===== config.mk =====
export PLATFORM = sky130hd
export DESIGN_NAME = pvp_top
export DESIGN_NICKNAME = d
export VERILOG_FILES = /design/src/pvp_pkg.sv /design/src/pvp_top.sv
export SDC_FILE = /design/constraint.sdc
export NUM_CORES = 1
export LEC_CHECK = 0
export ABC_AREA = 1
export BUFFER_PORTS_ARGS = -buffer_cell sky130_fd_sc_hd__buf_2
export CELL_PAD_IN_SITES_DETAIL_PLACEMENT = 0
export CELL_PAD_IN_SITES_GLOBAL_PLACEMENT = 1
export CORE_AREA = 5 5 189 191
export CTS_CLUSTER_DIAMETER = 150
export DETAILED_ROUTE_END_ITERATION = 8
export DIE_AREA = 0 0 194 196
export GPL_TIMING_DRIVEN = 1
export PLACE_DENSITY_LB_ADDON = 0.1
export SYNTH_ARGS = -nofsm -noshare
export SYNTH_HDL_FRONTEND = slang
export SYNTH_SLANG_ARGS = --single-unit

===== constraint.sdc =====
create_clock -name aclk -period 4 [get_ports aclk]
set_clock_uncertainty 0.15 [all_clocks]
set_input_delay 0.8 -clock aclk [delete_from_list [all_inputs] [get_ports aclk]]
set_output_delay 0.8 -clock aclk [all_outputs]
set_load 0.005 [all_outputs]

===== src/pvp_pkg.sv =====
// Constants and types shared by the parallel video port
package pvp_pkg;
  // Register byte offsets
  localparam logic [5:0] CTRL_OFS  = 6'h00;
  localparam logic [5:0] DELAY_OFS = 6'h04;
  localparam logic [5:0] COUNT_OFS = 6'h08;
  localparam logic [5:0] LINE_OFS  = 6'h0C;
  localparam logic [5:0] FRAME_OFS = 6'h10;
  localparam logic [5:0] STAT_OFS  = 6'h14;
  // Control word fields
  localparam int unsigned EN_BIT  = 0;
  localparam int unsigned TX_BIT  = 1;
  localparam int unsigned ITU_BIT = 2;
  localparam int unsigned SUB_LSB = 3;
  localparam int unsigned WID_LSB = 5;
  localparam logic [15:0] CTRL_MASK = 16'h03FF;
  localparam logic [15:0] CTRL_RST  = 16'h0100;
  // Submodes
  localparam logic [1:0] GP_INPUT   = 2'h0;
  localparam logic [1:0] GP_CAPTURE = 2'h1;
  localparam logic [1:0] ITU_ACTIVE = 2'h0;
  localparam logic [1:0] ITU_VBI    = 2'h1;
  localparam logic [1:0] ITU_FIELD  = 2'h2;
  // Sample widths
  localparam logic [4:0] WID_8  = 5'h08;
  localparam logic [4:0] WID_10 = 5'h0A;
  localparam logic [4:0] WID_16 = 5'h10;
  // Reset values of the numeric registers
  localparam logic [15:0] DELAY_RST = 16'h0000;
  localparam logic [15:0] COUNT_RST = 16'h0000;
  localparam logic [15:0] LINE_RST  = 16'h0010;
  localparam logic [15:0] FRAME_RST = 16'h0004;
  // Status bits
  localparam int unsigned ST_BUSY = 0;
  localparam int unsigned ST_LOCK = 1;
  localparam int unsigned ST_OVR  = 2;
  localparam int unsigned ST_UND  = 3;
  // Bus responses
  localparam logic [1:0] RESP_OKAY   = 2'h0;
  localparam logic [1:0] RESP_SLVERR = 2'h2;
  // Embedded video timing codes
  localparam logic [7:0] CODE_FF = 8'hFF;
  localparam logic [7:0] CODE_00 = 8'h00;
  localparam int unsigned XY_F = 6;
  localparam int unsigned XY_V = 5;
  localparam int unsigned XY_H = 4;
  // Transfer sequencer states
  typedef enum logic [1:0] {
    PVP_IDLE  = 2'b00,
    PVP_DELAY = 2'b01,
    PVP_XFER  = 2'b10
  } pvp_state_e;
endpackage


===== src/pvp_top.sv =====
// Parallel video port: pin front end, mode sequencer, video decoder, AXI4-Lite registers
`timescale 1ns/1ps
`default_nettype none
module pvp_top (
  input  wire logic        aclk,
  input  wire logic        aresetn,
  input  wire logic [5:0]  s_axi_awaddr,
  input  wire logic        s_axi_awvalid,
  output var  logic        s_axi_awready,
  input  wire logic [31:0] s_axi_wdata,
  input  wire logic [3:0]  s_axi_wstrb,
  input  wire logic        s_axi_wvalid,
  output var  logic        s_axi_wready,
  output var  logic [1:0]  s_axi_bresp,
  output var  logic        s_axi_bvalid,
  input  wire logic        s_axi_bready,
  input  wire logic [5:0]  s_axi_araddr,
  input  wire logic        s_axi_arvalid,
  output var  logic        s_axi_arready,
  output var  logic [31:0] s_axi_rdata,
  output var  logic [1:0]  s_axi_rresp,
  output var  logic        s_axi_rvalid,
  input  wire logic        s_axi_rready,
  input  wire logic        port_clock,
  input  wire logic        frame_sync_one_in,
  output var  logic        frame_sync_one_out,
  output var  logic        frame_sync_one_oe,
  input  wire logic        frame_sync_two_in,
  output var  logic        frame_sync_two_out,
  output var  logic        frame_sync_two_oe,
  input  wire logic        frame_sync_three_in,
  output var  logic        frame_sync_three_out,
  output var  logic        frame_sync_three_oe,
  input  wire logic [15:0] pvp_data_in,
  output var  logic [15:0] pvp_data_out,
  output var  logic        pvp_data_oe,
  output var  logic        rx_valid,
  input  wire logic        rx_ready,
  output var  logic [15:0] rx_data,
  input  wire logic        tx_valid,
  output var  logic        tx_ready,
  input  wire logic [15:0] tx_data
);
  // Software-visible state
  logic [15:0] port_control_word_reg;
  logic [15:0] sync_delay_count_reg;
  logic [15:0] transfer_count_reg;
  logic [15:0] line_len_reg;
  logic [15:0] frame_lines_reg;
  logic        ovr_reg;
  logic        und_reg;

  // Mode decode
  logic       en;
  logic       tx_mode;
  logic       itu;
  logic [1:0] sub;
  logic [4:0] wid;
  logic       gp_in;
  logic       gp_cap;
  logic       gp_out;
  logic       itu_rx;
  logic       itu_tx;
  logic       gen_on;
  logic       seq_on;
  assign en      = port_control_word_reg[pvp_pkg::EN_BIT];
  assign tx_mode = port_control_word_reg[pvp_pkg::TX_BIT];
  assign itu     = port_control_word_reg[pvp_pkg::ITU_BIT];
  assign sub     = port_control_word_reg[pvp_pkg::SUB_LSB +: 2];
  assign wid     = port_control_word_reg[pvp_pkg::WID_LSB +: 5];
  // Half duplex: at most one direction is decoded at a time
  assign gp_in  = en & ~itu & ~tx_mode & (sub == pvp_pkg::GP_INPUT);
  assign gp_cap = en & ~itu & ~tx_mode & (sub == pvp_pkg::GP_CAPTURE);
  assign gp_out = en & ~itu & tx_mode;
  assign itu_rx = en & itu & ~tx_mode;
  assign itu_tx = en & itu & tx_mode;
  assign gen_on = gp_cap | gp_out;
  assign seq_on = gp_in | gen_on | itu_rx;

  // Width mask; unsupported codes fall back to the full bus in general-purpose modes, to ten bits in ITU modes
  logic        wid_ok;
  logic [15:0] wmask;
  logic [15:0] imask;
  assign wid_ok = (wid == pvp_pkg::WID_8) |
                  ((wid >= pvp_pkg::WID_10) & (wid <= pvp_pkg::WID_16));
  assign wmask  = wid_ok ? (16'hFFFF >> (pvp_pkg::WID_16 - wid)) : 16'hFFFF;
  assign imask  = (wid == pvp_pkg::WID_8) ? 16'h00FF : 16'h03FF;

  // Pin synchronisers; stage one feeds only stage two
  logic [2:0]  pclk_s;
  logic [2:0]  fs_s1;
  logic [2:0]  fs_s2;
  logic [15:0] din_s1;
  logic [15:0] din_s2;
  logic        pedge;
  always_ff @(posedge aclk) begin
    if (!aresetn) begin
      pclk_s <= 3'h0;
      fs_s1  <= 3'h0;
      fs_s2  <= 3'h0;
      din_s1 <= 16'h0000;
      din_s2 <= 16'h0000;
    end else begin
      pclk_s <= {pclk_s[1:0], port_clock};
      fs_s1  <= {frame_sync_three_in, frame_sync_two_in, frame_sync_one_in};
      fs_s2  <= fs_s1;
      din_s1 <= pvp_data_in;
      din_s2 <= din_s1;
    end
  end
  // Edge found by oversampling; needs at least two system clocks per port clock
  assign pedge = pclk_s[1] & ~pclk_s[2];

  // Frame sync one sampled at port clock edges in input mode
  logic fs1_prev;
  logic fs1_rise;
  always_ff @(posedge aclk) begin
    if (!aresetn) begin
      fs1_prev <= 1'b0;
    end else if (pedge) begin
      fs1_prev <= fs_s2[0];
    end
  end
  assign fs1_rise = pedge & gp_in & fs_s2[0] & ~fs1_prev;

  // Line and frame timing for modes where the device owns the syncs
  logic [15:0] h_cnt;
  logic [15:0] v_cnt;
  logic        h_last;
  logic        v_last;
  logic        frame_start;
  assign h_last = (h_cnt + 16'h0001) >= line_len_reg;
  assign v_last = (v_cnt + 16'h0001) >= frame_lines_reg;
  assign frame_start = pedge & gen_on & (h_cnt == 16'h0000) & (v_cnt == 16'h0000);
  always_ff @(posedge aclk) begin
    if (!aresetn || !gen_on) begin
      h_cnt <= 16'h0000;
      v_cnt <= 16'h0000;
    end else if (pedge) begin
      h_cnt <= h_last ? 16'h0000 : h_cnt + 16'h0001;
      if (h_last) begin
        v_cnt <= v_last ? 16'h0000 : v_cnt + 16'h0001;
      end
    end
  end

  // Sync pin drive: outputs only in capture and output modes
  always_ff @(posedge aclk) begin
    if (!aresetn) begin
      frame_sync_one_out   <= 1'b0;
      frame_sync_two_out   <= 1'b0;
      frame_sync_three_out <= 1'b0;
      frame_sync_one_oe    <= 1'b0;
      frame_sync_two_oe    <= 1'b0;
      frame_sync_three_oe  <= 1'b0;
    end else begin
      frame_sync_one_oe   <= gen_on;
      frame_sync_two_oe   <= gen_on;
      frame_sync_three_oe <= gp_out;
      if (!gen_on) begin
        frame_sync_one_out   <= 1'b0;
        frame_sync_two_out   <= 1'b0;
        frame_sync_three_out <= 1'b0;
      end else if (pedge) begin
        frame_sync_one_out   <= (h_cnt == 16'h0000);
        frame_sync_two_out   <= (v_cnt == 16'h0000);
        frame_sync_three_out <= gp_out & (v_cnt == 16'h0000) & (h_cnt == 16'h0000);
      end
    end
  end

  // Embedded code decoder: FF 00 00 then the flag word
  logic [7:0] code;
  logic [1:0] pre_cnt;
  logic       is_xy;
  logic       f_reg;
  logic       v_reg;
  logic       act_reg;
  logic       lock_reg;
  logic       field1_start;
  logic       eav;
  assign code  = (wid == pvp_pkg::WID_8) ? din_s2[7:0] : din_s2[9:2];
  assign is_xy = (pre_cnt == 2'h3);
  assign field1_start = pedge & itu_rx & is_xy & ~code[pvp_pkg::XY_F] & f_reg;
  assign eav = pedge & itu_rx & is_xy & code[pvp_pkg::XY_H];
  always_ff @(posedge aclk) begin
    if (!aresetn || !itu_rx) begin
      pre_cnt  <= 2'h0;
      f_reg    <= 1'b0;
      v_reg    <= 1'b0;
      act_reg  <= 1'b0;
      lock_reg <= 1'b0;
    end else if (pedge) begin
      if (code == pvp_pkg::CODE_FF) begin
        pre_cnt <= 2'h1;
      end else if ((code == pvp_pkg::CODE_00) && (pre_cnt != 2'h0) && !is_xy) begin
        pre_cnt <= pre_cnt + 2'h1;
      end else begin
        pre_cnt <= 2'h0;
      end
      if (is_xy) begin
        f_reg   <= code[pvp_pkg::XY_F];
        v_reg   <= code[pvp_pkg::XY_V];
        // Active only from a start code outside vertical blanking
        act_reg <= ~code[pvp_pkg::XY_H] & ~code[pvp_pkg::XY_V];
      end
      if (field1_start) begin
        lock_reg <= 1'b1;
      end
    end
  end

  // Per-sample pass decision for the video submodes
  logic itu_pass;
  always_comb begin
    itu_pass = 1'b0;
    case (sub)
      pvp_pkg::ITU_ACTIVE: itu_pass = act_reg & ~is_xy & (code != pvp_pkg::CODE_FF) &
                                      (code != pvp_pkg::CODE_00);
      pvp_pkg::ITU_VBI:    itu_pass = v_reg;
      pvp_pkg::ITU_FIELD:  itu_pass = 1'b1;
      default:             itu_pass = 1'b0;
    endcase
  end

  // Trigger and unit of the transfer count for each mode
  logic trigger;
  logic unit;
  pvp_pkg::pvp_state_e st_reg;
  pvp_pkg::pvp_state_e st_next;
  logic [15:0] dly_left;
  logic [15:0] xfer_left;
  assign trigger = fs1_rise | frame_start | field1_start;
  always_comb begin
    unit = 1'b0;
    if (itu_rx && (sub == pvp_pkg::ITU_ACTIVE)) begin
      unit = eav & act_reg;
    end else if (itu_rx && (sub == pvp_pkg::ITU_VBI)) begin
      unit = eav & v_reg;
    end else begin
      unit = pedge;
    end
  end

  // Transfer sequencer
  always_comb begin
    st_next = st_reg;
    case (st_reg)
      pvp_pkg::PVP_IDLE: begin
        if (trigger && (transfer_count_reg != 16'h0000)) begin
          st_next = (!itu_rx && (sync_delay_count_reg != 16'h0000)) ?
                    pvp_pkg::PVP_DELAY : pvp_pkg::PVP_XFER;
        end
      end
      pvp_pkg::PVP_DELAY: begin
        if (pedge && (dly_left == 16'h0001)) begin
          st_next = pvp_pkg::PVP_XFER;
        end
      end
      pvp_pkg::PVP_XFER: begin
        if (unit && (xfer_left == 16'h0001)) begin
          st_next = pvp_pkg::PVP_IDLE;
        end
      end
      default: st_next = pvp_pkg::PVP_IDLE;
    endcase
    if (!seq_on) begin
      st_next = pvp_pkg::PVP_IDLE;
    end
  end

  // Sequencer state and counters; counts reload while idle
  always_ff @(posedge aclk) begin
    if (!aresetn) begin
      st_reg    <= pvp_pkg::PVP_IDLE;
      dly_left  <= 16'h0000;
      xfer_left <= 16'h0000;
    end else begin
      st_reg <= st_next;
      if (st_reg == pvp_pkg::PVP_IDLE) begin
        dly_left  <= sync_delay_count_reg;
        xfer_left <= transfer_count_reg;
      end else begin
        if ((st_reg == pvp_pkg::PVP_DELAY) && pedge) begin
          dly_left <= dly_left - 16'h0001;
        end
        if ((st_reg == pvp_pkg::PVP_XFER) && unit) begin
          xfer_left <= xfer_left - 16'h0001;
        end
      end
    end
  end

  // Receive hand-off; a full slot drops the sample rather than stall the pins
  logic cap_now;
  logic ovr_set;
  assign cap_now = pedge & (st_reg == pvp_pkg::PVP_XFER) &
                   ((gp_in | gp_cap) | (itu_rx & itu_pass));
  assign ovr_set = cap_now & rx_valid & ~rx_ready;
  always_ff @(posedge aclk) begin
    if (!aresetn) begin
      rx_valid <= 1'b0;
      rx_data  <= 16'h0000;
    end else if (cap_now && (!rx_valid || rx_ready)) begin
      rx_valid <= 1'b1;
      rx_data  <= din_s2 & (itu_rx ? imask : wmask);
    end else if (rx_ready) begin
      rx_valid <= 1'b0;
    end
  end

  // Transmit holding slot and pin drive
  logic        hold_full;
  logic [15:0] hold_data;
  logic        send_now;
  logic        und_set;
  assign send_now = pedge & (((st_reg == pvp_pkg::PVP_XFER) & gp_out) | itu_tx);
  assign und_set  = send_now & ~hold_full;
  always_ff @(posedge aclk) begin
    if (!aresetn) begin
      hold_full <= 1'b0;
      hold_data <= 16'h0000;
      tx_ready  <= 1'b0;
    end else if (tx_valid && tx_ready) begin
      hold_full <= 1'b1;
      hold_data <= tx_data;
      tx_ready  <= 1'b0;
    end else if (send_now && hold_full) begin
      hold_full <= 1'b0;
      tx_ready  <= 1'b1;
    end else begin
      tx_ready  <= ~hold_full;
    end
  end
  // An empty slot repeats the last sample and flags underflow
  always_ff @(posedge aclk) begin
    if (!aresetn) begin
      pvp_data_out <= 16'h0000;
      pvp_data_oe  <= 1'b0;
    end else begin
      pvp_data_oe <= gp_out | itu_tx;
      if (send_now && hold_full) begin
        pvp_data_out <= hold_data & (itu_tx ? imask : wmask);
      end
    end
  end

  // AXI4-Lite write channel; address and data taken in either order
  logic [5:0]  aw_q;
  logic [31:0] w_q;
  logic [3:0]  s_q;
  logic        wr_do;
  logic [5:0]  aw_word;
  assign wr_do   = ~s_axi_awready & ~s_axi_wready & ~s_axi_bvalid;
  assign aw_word = {aw_q[5:2], 2'h0};
  function automatic logic [15:0] pvp_m16(input logic [15:0] o, input logic [31:0] d,
                                          input logic [3:0] st);
    pvp_m16 = {st[1] ? d[15:8] : o[15:8], st[0] ? d[7:0] : o[7:0]};
  endfunction
  always_ff @(posedge aclk) begin
    if (!aresetn) begin
      s_axi_awready <= 1'b1;
      s_axi_wready  <= 1'b1;
      s_axi_bvalid  <= 1'b0;
      s_axi_bresp   <= pvp_pkg::RESP_OKAY;
      aw_q <= 6'h00;
      w_q  <= 32'h0000_0000;
      s_q  <= 4'h0;
    end else begin
      if (s_axi_awvalid && s_axi_awready) begin
        aw_q <= s_axi_awaddr;
        s_axi_awready <= 1'b0;
      end
      if (s_axi_wvalid && s_axi_wready) begin
        w_q <= s_axi_wdata;
        s_q <= s_axi_wstrb;
        s_axi_wready <= 1'b0;
      end
      if (wr_do) begin
        s_axi_bvalid  <= 1'b1;
        s_axi_bresp   <= (aw_word <= pvp_pkg::STAT_OFS) ? pvp_pkg::RESP_OKAY :
                         pvp_pkg::RESP_SLVERR;
        s_axi_awready <= 1'b1;
        s_axi_wready  <= 1'b1;
      end else if (s_axi_bvalid && s_axi_bready) begin
        s_axi_bvalid <= 1'b0;
      end
    end
  end

  // Register stores
  always_ff @(posedge aclk) begin
    if (!aresetn) begin
      port_control_word_reg <= pvp_pkg::CTRL_RST;
      sync_delay_count_reg  <= pvp_pkg::DELAY_RST;
      transfer_count_reg    <= pvp_pkg::COUNT_RST;
      line_len_reg          <= pvp_pkg::LINE_RST;
      frame_lines_reg       <= pvp_pkg::FRAME_RST;
    end else if (wr_do) begin
      case (aw_word)
        pvp_pkg::CTRL_OFS:  port_control_word_reg <=
                              pvp_m16(port_control_word_reg, w_q, s_q) & pvp_pkg::CTRL_MASK;
        pvp_pkg::DELAY_OFS: sync_delay_count_reg <= pvp_m16(sync_delay_count_reg, w_q, s_q);
        pvp_pkg::COUNT_OFS: transfer_count_reg   <= pvp_m16(transfer_count_reg, w_q, s_q);
        pvp_pkg::LINE_OFS:  line_len_reg         <= pvp_m16(line_len_reg, w_q, s_q);
        pvp_pkg::FRAME_OFS: frame_lines_reg      <= pvp_m16(frame_lines_reg, w_q, s_q);
        default: ;
      endcase
    end
  end

  // Sticky flags, write one to clear; a new event beats the clear
  logic clr_hit;
  assign clr_hit = wr_do & (aw_word == pvp_pkg::STAT_OFS) & s_q[0];
  always_ff @(posedge aclk) begin
    if (!aresetn) begin
      ovr_reg <= 1'b0;
      und_reg <= 1'b0;
    end else begin
      ovr_reg <= ovr_set | (ovr_reg & ~(clr_hit & w_q[pvp_pkg::ST_OVR]));
      und_reg <= und_set | (und_reg & ~(clr_hit & w_q[pvp_pkg::ST_UND]));
    end
  end

  // Read mux
  logic [31:0] rd_val;
  logic [15:0] stat_val;
  logic        rd_ok;
  assign stat_val = {12'h000, und_reg, ovr_reg, lock_reg,
                     (st_reg != pvp_pkg::PVP_IDLE) | itu_tx};
  always_comb begin
    rd_val = 32'h0000_0000;
    rd_ok  = 1'b1;
    case ({s_axi_araddr[5:2], 2'h0})
      pvp_pkg::CTRL_OFS:  rd_val = {16'h0000, port_control_word_reg};
      pvp_pkg::DELAY_OFS: rd_val = {16'h0000, sync_delay_count_reg};
      pvp_pkg::COUNT_OFS: rd_val = {16'h0000, transfer_count_reg};
      pvp_pkg::LINE_OFS:  rd_val = {16'h0000, line_len_reg};
      pvp_pkg::FRAME_OFS: rd_val = {16'h0000, frame_lines_reg};
      pvp_pkg::STAT_OFS:  rd_val = {16'h0000, stat_val};
      default:            rd_ok  = 1'b0;
    endcase
  end

  // AXI4-Lite read channel, one read under way at a time
  always_ff @(posedge aclk) begin
    if (!aresetn) begin
      s_axi_arready <= 1'b1;
      s_axi_rvalid  <= 1'b0;
      s_axi_rdata   <= 32'h0000_0000;
      s_axi_rresp   <= pvp_pkg::RESP_OKAY;
    end else if (s_axi_arvalid && s_axi_arready) begin
      s_axi_arready <= 1'b0;
      s_axi_rvalid  <= 1'b1;
      s_axi_rdata   <= rd_val;
      s_axi_rresp   <= rd_ok ? pvp_pkg::RESP_OKAY : pvp_pkg::RESP_SLVERR;
    end else if (s_axi_rvalid && s_axi_rready) begin
      s_axi_rvalid  <= 1'b0;
      s_axi_arready <= 1'b1;
    end
  end
endmodule // pvp_top
`default_nettype wire


Word-level counts from Yosys, hierarchy flattened
Cells that the tools add are included.
{"block": "word_totals", "register_bits": 308, "latchBits": 0, "ram_bits": 0, "rom_bits": 0, "input_bits": 93, "output_inout_bits": 82, "word_cells": 261, "memories": 0}
{"block": "op_classes", "addsub": 6, "multipliers": 0, "div": 0, "order_cmp": 5, "n_eq_ne": 23, "shifts": 1, "mux": 36, "bitwise_logic": 76, "n_reduce_logical": 63}
{"op": "16-bit two-way mux", "n": 9}
{"op": "16-bit case mux with 6 select lines", "n": 1}
{"op": "1-bit bitwise AND", "n": 45}
{"op": "3-bit AND reduction", "n": 11}
{"op": "16-bit by 1-bit adder with 16-bit output (second input constant)", "n": 2}
{"op": "16-bit bitwise AND", "n": 2}
{"op": "16-bit by 1-bit equality test with 1-bit output (second input constant)", "n": 2}
{"op": "16-bit greater-or-equal comparator", "n": 2}
{"op": "16-bit zero test", "n": 2}
{"op": "16-bit nonzero test", "n": 2}
{"op": "16-bit by 1-bit subtractor with 16-bit output (second input constant)", "n": 2}
{"op": "1-bit logical AND", "n": 18}
{"op": "4-bit by 2-bit equality test with 1-bit output (second input constant)", "n": 4}
{"op": "4-bit by 3-bit equality test with 1-bit output (second input constant)", "n": 4}
{"op": "2-bit two-way mux", "n": 8}
{"op": "1-bit NOT", "n": 16}
{"op": "2-bit nonzero test", "n": 8}
{"op": "16-bit by 5-bit >> shifter with 16-bit output (first input constant)", "n": 1}
{"op": "1-bit two-way mux", "n": 14}
{"op": "1-bit OR", "n": 13}
{"op": "10-bit two-way mux", "n": 1}
{"op": "2-bit AND reduction", "n": 5}
{"op": "4-bit by 1-bit equality test with 1-bit output (second input constant)", "n": 2}
{"op": "8-bit equality test (second input constant)", "n": 1}
{"op": "other kinds (22)", "n": 35}

Depth between registers and ports, before layout
Gate-level depths: netlist of run 1.
{"block": "depth", "depth_word": 13, "ltp_mapped": 20, "depth_no_buf": 19}

Worst setup path after synthesis of run 1
OpenSTA, ideal clock, no wires.
{"block": "synth_path", "path_kind": "register to register", "startpoint": "reg h_cnt[2]", "endpoint": "reg v_cnt[10]", "setup_ns": 0.135, "arrival_ns": 2.961, "required_ns": 3.715, "path_slack_ns": 0.754, "stages_incl_launch_ff": 20, "n_path_buf": 1, "period_less_slack_ns": 3.246, "path_cell_list": "dfxtp_1 nand2_1 nor2_1 nand3_1 nor2_1 nand4_1 nor2_1 nand4_1 xor2_1 ha_1 nand2_1 inv_1 nand3_1 nor3_1 nand3_1 nand3_1 nand2_1 nand2_1 clkbuf_1 a22oi_1"}
{"block": "synth_via", "elab_chain_cells": 3}
{"element": "start, declared", "line": "pvp_top.sv:127", "rtl": "logic [15:0] h_cnt;"}
{"element": "start signal, assigned", "line": "pvp_top.sv:140", "rtl": "h_cnt <= h_last ? 16'h0000 : h_cnt + 16'h0001;"}
{"element": "16-bit by 1-bit adder with 16-bit output", "line": "pvp_top.sv:132", "rtl": "assign h_last = (h_cnt + 16'h0001) >= line_len_reg;"}
{"element": "16-bit greater-or-equal comparator", "line": "pvp_top.sv:132"}
{"element": "2-bit AND reduction (no source line)"}
{"element": "end signal, assigned", "line": "pvp_top.sv:142", "rtl": "v_cnt <= v_last ? 16'h0000 : v_cnt + 16'h0001;"}
{"element": "end, declared", "line": "pvp_top.sv:128", "rtl": "logic [15:0] v_cnt;"}
Every way passes these cells.
A chain may end at the register's enable or synchronous reset.

Final worst setup path of run 1
{"block": "layout_path", "startpoint": "reg v_cnt[0]", "endpoint": "reg v_cnt[13]"}
{"block": "layout_via", "elab_chain_cells": 3}
{"element": "16-bit by 1-bit adder with 16-bit output (*)", "line": "pvp_top.sv:133, pvp_top.sv:142"}
{"element": "16-bit greater-or-equal comparator", "line": "pvp_top.sv:133", "rtl": "assign v_last = (v_cnt + 16'h0001) >= frame_lines_reg;"}
{"element": "16-bit two-way mux (*)", "line": "pvp_top.sv:142"}
Mark *: on every way between the ends. The rest lies on a longest branch, timed or not.

==> results of run 1 <==
-- layout by cell type (no fill, tap or decap), drive strengths merged, types with 2 or more instances in the layout --
master     n
o22ai     11
xnor2      5
nand4     30
o21ai    215
a22oi     15
inv      295
ha        47
a211oi     7
clkinv     9
o211ai    11
clkbuf    45
bufinv     4
a31oi      6
conb      18
nand3     87
nor4       8
buf      156
and3       2
nor3b      2
nor2     219
xor2      33
dfxtp    288
o31ai      6
nand2    338
a21oi    206
o221ai    11
nand3b     3
o2111ai    2
nor3      25
-- power groups by stage --
stage / Sequential [mW] / Clock (mW) / Combinational, mW
floorplan: 3.02 / 0 / 0.224
global placement: 3.06 / 0 / 0.326
detailed placement: 3.06 / 0 / 0.328
CTS: 3.00 / 3.29 / 0.329
global route: 3.00 / 3.41 / 0.375
finish: 2.99 / 3.22 / 0.327
-- per-stage QoR --
stage                     instances  util, %  hold slack, ns  power, mW
after detailed placement       2507     44.2           0.245       3.39
after floorplan                1994        -           0.240       3.25
after global placement         2507     44.2           0.248       3.38
after CTS                      2564     47.6           0.258       6.61
final                          2564     47.6           0.258       6.54
after global routing           2564     47.6           0.274       6.78
-- critical path, cell delays in order, from the launching register on --
cell	delay (ns)
dfxtp_1	0.36
inv_1	0.10
nor3_1	0.32
nand2_1	0.08
nor2_1	0.18
inv_1	0.08
nor2_1	0.13
nand2_1	0.09
nor2_1	0.17
nand2_1	0.09
xor2_1	0.27
ha_1	0.30
a21oi_1	0.14
o21ai_0	0.09
a21oi_1	0.18
nand3_1	0.15
nor2_4	0.33
nand2_1	0.10
a22oi_1	0.15
-- per-layer routing --
| metal | wire (um) | global-route usage (%) | vias up | share of wire, % |
|---|---|---|---|---|
| li1 | - | - | 6616 | - |
| met1 | 18400 | 27.2 | 5801 | 43 |
| met2 | 20400 | 38.0 | 311 | 48 |
| met3 | 2300 | 4.17 | 89 | 5.4 |
| met4 | 1550 | 7.92 | 2 | 3.6 |
| met5 | 13 | 0 | - | 0.030 |
-- final cells by class --
cell class                 count  area (um2)  area share, %
multi-input combinational   1311        6700           41.5
sequential                   288        5770           35.7
inverter                     297        1110           6.90
clock buffer                  45         983           6.09
timing repair buffer         156         856           5.30
tap                          455         569           3.52
clock inverter                12         166           1.03
-- cell families after synthesis --
group                    synth area share (%)
AND/OR/NAND/NOR                          21.7
flip-flops                               41.2
XOR/XNOR                                 2.43
adder cells (fa/ha/maj)                  4.21
AO/OA/AOI/OAI                            19.0
buffers and inverters                    11.4
other                                  0.0268
-- worst paths after layout --
check	end	slack, ns	cells after the start
setup / recovery	v_cnt[13]$_SDFFE_PN0P_	0.46	18
hold / removal	din_s2[5]$_SDFF_PN0_	0.26	2
setup reg to reg	v_cnt[13]$_SDFFE_PN0P_	0.46	18
hold reg to reg	din_s2[5]$_SDFF_PN0_	0.26	2
==> impl_metrics.py, run 1 <==
metrics = {
    "outcome": {
        "run_status": "complete, no violations",
    },
    "critical_path": {
        "critPathKind": "register to register",
        "worst_ep_required_time_ns": 4.28,
        "r2r_start": "v_cnt[0]$_SDFFE_PN0P_",
        "cp-startpoint": "v_cnt[0]$_SDFFE_PN0P_",
        "critPathCaptureType": "register",
        "cp.arrival_ns": 3.81,
        "crit_fanout": 15,
        "cp-start-kind": "register",
    },
    "logic_synthesis": {
        "synth_common_cells": "nand2_1 (334), inv_1 (289), dfxtp_1 (288)",
        "yosysSeqAreaShare_pct": 41.2,
        "synth_top_area_cell": "dfxtp_1",
        "ys_warn_count": 0,
        "synthArstFlopShare_pct": 0,
        "synth_area_leaders": "dfxtp_1 (41%), nand2_1 (9.0%), inv_1 (7.8%), o21ai_0 (7.6%), a21oi_1 (7.3%)",
        "ys.flop_type": "dfxtp_1",
        "syn_area_um2": 14000,
        "avgSynthCellArea_um2": 7.07,
        "synth.most_common_cell": "nand2_1",
        "synth-edff-count": 0,
        "synth_cells": 1977,
        "synth-seq-cells": 288,
        "yosys.cell_types.count": 45,
        "synth_top_area_share_pct": 41.2,
    },
    "drt": {
        "vias_per_cell": 5.00,
        "drc": 0,
        "drtPass1Iterations": 5,
        "num_vias": 12800,
        "drtIter0Drc": 788,
        "wl_um": 42700,
        "wl_per_cell_um": 16.7,
        "ant_nets": 0,
    },
    "global_route": {
        "antenna_found_initial": 1,
        "grt_pass1_vias": 12500,
        "grt_pass1_wl_um": 67600,
        "grt_usage_pct": 21.9,
        "grt_max_degree": 74,
        "grt_overflow": 0,
    },
    "power": {
        "ir_worst_vdd_mv": 0.335,
        "p_sw_mw": 1.53,
        "pwr-share-comb_pct": 5.0,
        "seq_power_share_pct": 45.8,
        "p_per_area_nw_per_um2": 405,
        "sw_frac_of_total_pct": 23.3,
        "p_int_mw": 5.02,
        "pwr-share-clk_pct": 49.2,
        "cellLeakagePower_nw": 7.22,
    },
    "finish": {
        "stdcell_area_um2": 16200,
        "diodes": 0,
        "area_growth_pct": 15.5,
        "nets": 2229,
        "n_fill_cell": 3546,
        "layout-drive-gt1-share_pct": 11.0,
    },
    "floorplan": {
        "ios": 175,
        "die_h_um": 196,
        "initial_core_util_pct": 41.2,
        "core_area_um2": 33900,
        "die_width_um": 194,
        "die-area_um2": 38000,
        "std_cell_rows": 68,
    },
    "placed_design": {
        "place_area_um2": 15000,
        "pre_cts_ws_ns": 0.0634,
        "dp_hpwl_um": 31500,
        "portBuffers": 132,
        "routabilityCongestion": 0.886,
    },
    "clock_network": {
        "insertion_delay_ns": 0.52,
        "clock_sinks": 288,
        "post_cts_resize_count": 0,
        "post_cts_buffers": 0,
        "cts_made_buffers": 35,
        "cts_max_level": 2,
        "clockRootBuffer": "clkbuf_16",
        "cts_tree": "done",
        "clockBufferDepth": 3,
        "cts_hold_buffers": 0,
        "path_clk_slew_ns": 0.06,
    },
    "sta": {
        "min_period_over_period_pct": 88.4,
        "fin_ws_ns": 0.463,
        "min_period_ns": 3.54,
        "grt_setup_unrepaired": "no",
        "finalHoldViolations": 0,
        "fin_setup_tns_ns": 0,
        "slew_violations": 0,
        "tightest_slew_ns": 0.735,
        "setup_viol": 0,
        "relSlewSlack_pct": 51.0,
        "fmax_mhz": 283,
    },
    "min_path": {
        "hp-class": "register to register",
        "hold_path.startpoint": "din_s1[5]$_SDFF_PN0_",
    },
    "job": {
        "drv_cap": 0,
    },
}
Power figures use the tool's default switching activity.
==> run 2, diff against run 1 <==
--- a/config.mk
+++ b/config.mk
@@ -7,12 +7,13 @@
 export LEC_CHECK = 0
 export ABC_AREA = 1
 export BUFFER_PORTS_ARGS = -buffer_cell sky130_fd_sc_hd__buf_2
-export CELL_PAD_IN_SITES_DETAIL_PLACEMENT = 0
+export CELL_PAD_IN_SITES_DETAIL_PLACEMENT = 1
 export CELL_PAD_IN_SITES_GLOBAL_PLACEMENT = 1
-export CORE_AREA = 5 5 189 191
+export CORE_AREA = 5 5 187 189
+export CTS_BUF_LIST = sky130_fd_sc_hd__clkbuf_4 sky130_fd_sc_hd__clkbuf_8
 export CTS_CLUSTER_DIAMETER = 150
 export DETAILED_ROUTE_END_ITERATION = 8
-export DIE_AREA = 0 0 194 196
+export DIE_AREA = 0 0 192 194
 export GPL_TIMING_DRIVEN = 1
 export PLACE_DENSITY_LB_ADDON = 0.1
 export SYNTH_ARGS = -nofsm -noshare
==> impl_metrics.py, run 2 (synthesis results as in run 1) <==
metrics = {
    "outcome": {
        "run_status": "complete, no violations",
    },
    "power": {
        "power_mw": 6.15,
        "ir_worst_vdd_mv": 0.223,
        "p_per_area_nw_per_um2": 384,
        "cellLeakagePower_nw": 7.18,
    },
    "drt": {
        "vias_per_cell": 5.21,
        "wl_per_cell_um": 17.8,
        "ant_nets": 0,
        "drtPass1Iterations": 5,
        "drtIter0Drc": 653,
        "num_vias": 13500,
        "drc": 0,
        "wl_um": 46000,
    },
    "floorplan": {
        "die-area_um2": 37200,
        "die_width_um": 192,
        "core_area_um2": 33100,
        "std_cell_rows": 67,
        "ios": 175,
        "initial_core_util_pct": 42.2,
        "die_h_um": 194,
    },
    "placed_design": {
        "place_area_um2": 15000,
        "routabilityCongestion": 0.848,
        "dp_hpwl_um": 33900,
        "portBuffers": 132,
    },
    "clock_network": {
        "clockBufferDepth": 3,
        "clock_sinks": 288,
        "cts_tree": "done",
        "path_clk_slew_ns": 0.06,
        "clockRootBuffer": "clkbuf_8",
        "cts_made_buffers": 50,
        "post_cts_buffers": 0,
        "cts_max_level": 2,
        "insertion_delay_ns": 0.60,
    },
    "critical_path": {
        "r2r_start": "h_cnt[0]$_SDFFE_PN0P_",
        "crit_fanout": 15,
        "critPathKind": "register to register",
        "cp-start-kind": "register",
        "cp.arrival_ns": 3.86,
        "worst_ep_required_time_ns": 4.33,
        "cp-startpoint": "h_cnt[0]$_SDFFE_PN0P_",
        "critPathCaptureType": "register",
    },
    "finish": {
        "area_growth_pct": 14.6,
        "layout_commonest_cell": "nand2_1",
        "mostFrequentLayoutCells": "nand2_1 (334), inv_1 (289), dfxtp_1 (288)",
        "postLayoutCoreUtil_pct": 48.4,
        "stdcell_area_um2": 16000,
        "nets": 2241,
        "layout-drive-gt1-share_pct": 12.2,
    },
    "sta": {
        "tightest_slew_ns": 0.810,
        "fmax_mhz": 283,
        "grt_setup_unrepaired": "no",
        "min_period_over_period_pct": 88.2,
        "fin_setup_tns_ns": 0,
        "slew_violations": 0,
        "setup_viol": 0,
        "min_period_ns": 3.53,
        "relSlewSlack_pct": 45.7,
        "finalHoldViolations": 0,
    },
    "global_route": {
        "grt_pass1_vias": 13800,
        "grt_pass1_wl_um": 72400,
        "grt_overflow": 0,
        "antenna_found_initial": 1,
        "grt_max_degree": 157,
        "grt_usage_pct": 24.2,
    },
    "min_path": {
        "hold_path.startpoint": "pvp_data_in[10]",
        "hp-class": "primary input to register",
    },
    "job": {
        "drv_cap": 0,
    },
}
==> run 2: cell count changes in the layout (fill, tap and decap cells not counted), moves of 2 or more <==
cell / delta
clkbuf_1: -3
bufinv_16: -3
clkinv_2: -2
buf_4: -3
clkbuf_16: -35
clkbuf_4: +14
clkbuf_8: +57
==> run 2: worst paths after layout <==
| kind | end | slack (ns) | depth (start not counted) |
|---|---|---|---|
| worst max register to register | v_cnt[8]$_SDFFE_PN0P_ | 0.47 | 19 |
| worst min-delay path | din_s1[10]$_SDFF_PN0_ | 0.25 | 3 |
| worst min register to register | din_s2[9]$_SDFF_PN0_ | 0.26 | 2 |
| worst max-delay path | v_cnt[8]$_SDFFE_PN0P_ | 0.47 | 19 |
==> run 2: layer usage <==
layer,GRT usage (%),up-vias,wire [um]
met4,8.51,0,1610
met2,43.4,283,23100
met3,4.09,100,2020
li1,-,6659,-
met1,28.8,6427,19200
met5,0,-,0
==> run 2: power by group <==
| group | internal [mW] | leakage, nW | switching [mW] | total [mW] |
|---|---|---|---|---|
| registers | 2.93 | 2.34 | 0.0673 | 3.00 |
| logic | 0.108 | 4.29 | 0.225 | 0.333 |
| clock network | 1.62 | 0.555 | 1.20 | 2.82 |
==> run 2: critical path: stages, from the launching register on <==
cell	delay (ns)
dfxtp_1	0.41
nand2_1	0.08
nor2_1	0.17
nand3_1	0.19
nor2_2	0.19
nand4_1	0.13
nor2_1	0.20
nand4_1	0.14
xor2_1	0.21
ha_1	0.28
nand2_1	0.10
inv_1	0.05
nand3_1	0.10
inv_1	0.05
a21oi_1	0.17
nand3_1	0.14
nand2_1	0.11
buf_4	0.23
inv_1	0.10
a211oi_1	0.23
==> run 2: stage by stage <==
step / cells / hold slack [ns] / setup slack [ns]
floorplan: 1994 / 0.240 / 0.754
detailed placement: 2497 / 0.252 / 0.330
global placement: 2497 / 0.248 / 0.532
CTS: 2582 / 0.215 / 0.307
finish: 2583 / 0.252 / 0.471
global route: 2583 / 0.219 / 0.0251
==> run 2: final cells by class <==
| type | count | area, um2 |
|---|---|---|
| sequential | 288 | 5770 |
| clock inverter | 7 | 65.1 |
| inverter | 297 | 1110 |
| tap | 448 | 561 |
| clock buffer | 78 | 986 |
| fill | 4279 | 17100 |
| multi-input combinational | 1311 | 6700 |
| timing repair buffer | 153 | 833 |
| antenna | 1 | 2.50 |
==> run 2: what timing repair did <==
| item | CTS | global route |
|---|---|---|
| resized for setup | 0 | 2 |
| hold buffers | 0 | 0 |
| setup endpoints to repair | 0 | 16 |
==> run 3, diff against run 2 <==
--- a/config.mk
+++ b/config.mk
@@ -16,6 +16,7 @@
 export DIE_AREA = 0 0 192 194
 export GPL_TIMING_DRIVEN = 1
 export PLACE_DENSITY_LB_ADDON = 0.1
+export RECOVER_POWER = 100
 export SYNTH_ARGS = -nofsm -noshare
 export SYNTH_HDL_FRONTEND = slang
 export SYNTH_SLANG_ARGS = --single-unit
==> impl_metrics.py, run 3 (synthesis results as in run 1) <==
metrics = {
    "floorplan": {
        "die-area_um2": 37200,
        "die_width_um": 192,
        "die_h_um": 194,
        "std_cell_rows": 67,
        "initial_core_util_pct": 42.2,
        "ios": 175,
        "core_area_um2": 33100,
    },
    "critical_path": {
        "crit_chain": "clkbuf_1, inv_1, clkbuf_4, nor3_1",
        "critPathMaxStageDelay_ns": 1.09,
        "cp.arrival_ns": 3.97,
        "crit_family": "buffers and inverters",
        "crit_slowest_cell": "clkbuf_1",
        "critPathKind": "primary input to register",
        "ff2ff_setup_slack_ns": 0.47,
        "crit_fanout": 37,
        "critPathCaptureType": "register",
        "cp_num_buf_inv": 3,
        "worst_ep_required_time_ns": 4.28,
        "cp-start-kind": "primary input",
    },
    "power": {
        "p_per_area_nw_per_um2": 385,
        "cellLeakagePower_nw": 7.05,
        "ir_worst_vdd_mv": 0.224,
    },
    "sta": {
        "min_period_ns": 3.69,
        "grt_setup_unrepaired": "no",
        "tightest_slew_ns": 1.54,
        "setup_viol": 0,
        "slew_violations": 37,
        "fmax_mhz": 271,
        "relSlewSlack_pct": -2.60,
        "finalHoldViolations": 0,
        "fin_setup_tns_ns": 0,
        "min_period_over_period_pct": 92.3,
    },
    "placed_design": {
        "portBuffers": 132,
        "routabilityCongestion": 0.848,
        "dp_hpwl_um": 33900,
        "dp.cells": 2497,
    },
    "finish": {
        "layout-drive-gt1-share_pct": 10.6,
        "mostFrequentLayoutCells": "nand2_1 (336), inv_1 (290), dfxtp_1 (288)",
        "layout_commonest_cell": "nand2_1",
        "stdcell_count": 2583,
        "nets": 2241,
        "area_growth_pct": 14.2,
    },
    "drt": {
        "drc": 0,
        "wl_per_cell_um": 17.8,
        "drtIter0Drc": 652,
        "num_vias": 13400,
        "ant_nets": 0,
        "vias_per_cell": 5.20,
        "drtPass1Iterations": 5,
        "wl_um": 45900,
    },
    "clock_network": {
        "insertion_delay_ns": 0.60,
        "cts_max_level": 2,
        "path_clk_slew_ns": 0.06,
        "cts_hold_buffers": 0,
        "post_cts_buffers": 0,
        "clockBufferDepth": 3,
        "clock_sinks": 288,
        "clockRootBuffer": "clkbuf_8",
        "cts_made_buffers": 50,
        "cts_tree": "done",
        "post_cts_resize_count": 0,
    },
    "job": {
        "drv_cap": 1,
    },
    "global_route": {
        "grt_pass1_vias": 13800,
        "grt_max_degree": 157,
        "grt_overflow": 0,
        "antenna_found_initial": 1,
        "grt_usage_pct": 24.2,
        "grt_pass1_wl_um": 72400,
    },
    "outcome": {
        "run_status": "finished with violations",
        "violations": "capacitance limit, slew limit",
    },
    "min_path": {
        "hp-class": "primary input to register",
    },
}
[run 3: cell types whose count changed in the layout (fill, tap and decap cells not counted)]
cell / delta
buf_2: -31
buf_4: -3
clkbuf_1: +32
clkbuf_2: +1
clkbuf_4: +1
inv_1: +1
inv_2: -1
nand2_1: +2
nand2_2: -1
nand2_4: -1
[run 3: cell type report]
type / instances / area, um2
diodes: 1 / 2.50
clock buffers: 78 / 986
clock inverters: 7 / 65.1
fillers: 4288 / 17100
inverters: 297 / 1110
multi-input cells: 1311 / 6690
flip-flops and latches: 288 / 5770
well taps: 448 / 561
repair buffers: 153 / 788
[run 3: worst register-to-register path: stages (launching register included)]
cell and delay, ns:
dfxtp_1 0.34, inv_1 0.20, ha_1 0.22, inv_1 0.09, nor2_4 0.36, nand2_1 0.50, nand2_1 0.17, nand2_1 0.09
nand3_1 0.12, nand2_1 0.18, nand2_2 0.22, inv_2 0.11, nor2_8 0.19, inv_2 0.17, nand2_1 0.10, nand2_1 0.05
a211oi_1 0.20
[run 3: path summary, 6_finish.rpt]
kind / startpoint / endpoint / depth (start not counted)
min reg2reg: din_s1[9]$_SDFF_PN0_ / din_s2[9]$_SDFF_PN0_ / 2
min: pvp_data_in[10] / din_s1[10]$_SDFF_PN0_ / 3
max reg2reg: port_control_word_reg[6]$_SDFFE_PN0P_ / xfer_left[9]$_SDFFE_PN0P_ / 16
max: aresetn / pvp_data_oe$_SDFF_PN0_ / 4
[run 3: metrics by stage]
step / area (um2) / setup slack [ns] / power [mW] / util (%) / hold WS, ns
after floorplan: 14000 / 0.754 / 3.25 / - / 0.240
after global placement: 15000 / 0.532 / 3.38 / 45.2 / 0.248
after detailed placement: 15000 / 0.330 / 3.39 / 45.2 / 0.252
after CTS: 16000 / 0.307 / 6.24 / 48.4 / 0.215
after global routing: 16000 / 0.0190 / 6.42 / 48.2 / 0.219
final: 16000 / 0.309 / 6.15 / 48.2 / 0.252
[run 3: power breakdown]
group	total (mW)	internal (mW)	switching [mW]	leakage, nW
clock	2.83	1.62	1.21	0.555
sequential	3.00	2.93	0.0678	2.34
combinational	0.331	0.107	0.224	4.16
[run 3: layer usage]
metal | part of all wire [%] | routed length [um] | vias to the layer above | GRT usage, %
met5 | 0 | 0 | - | 0
met4 | 3.4 | 1570 | 0 | 8.51
met3 | 4.4 | 2040 | 96 | 4.09
met2 | 50 | 23100 | 301 | 43.4
met1 | 42 | 19100 | 6381 | 28.8
li1 | - | - | 6661 | -
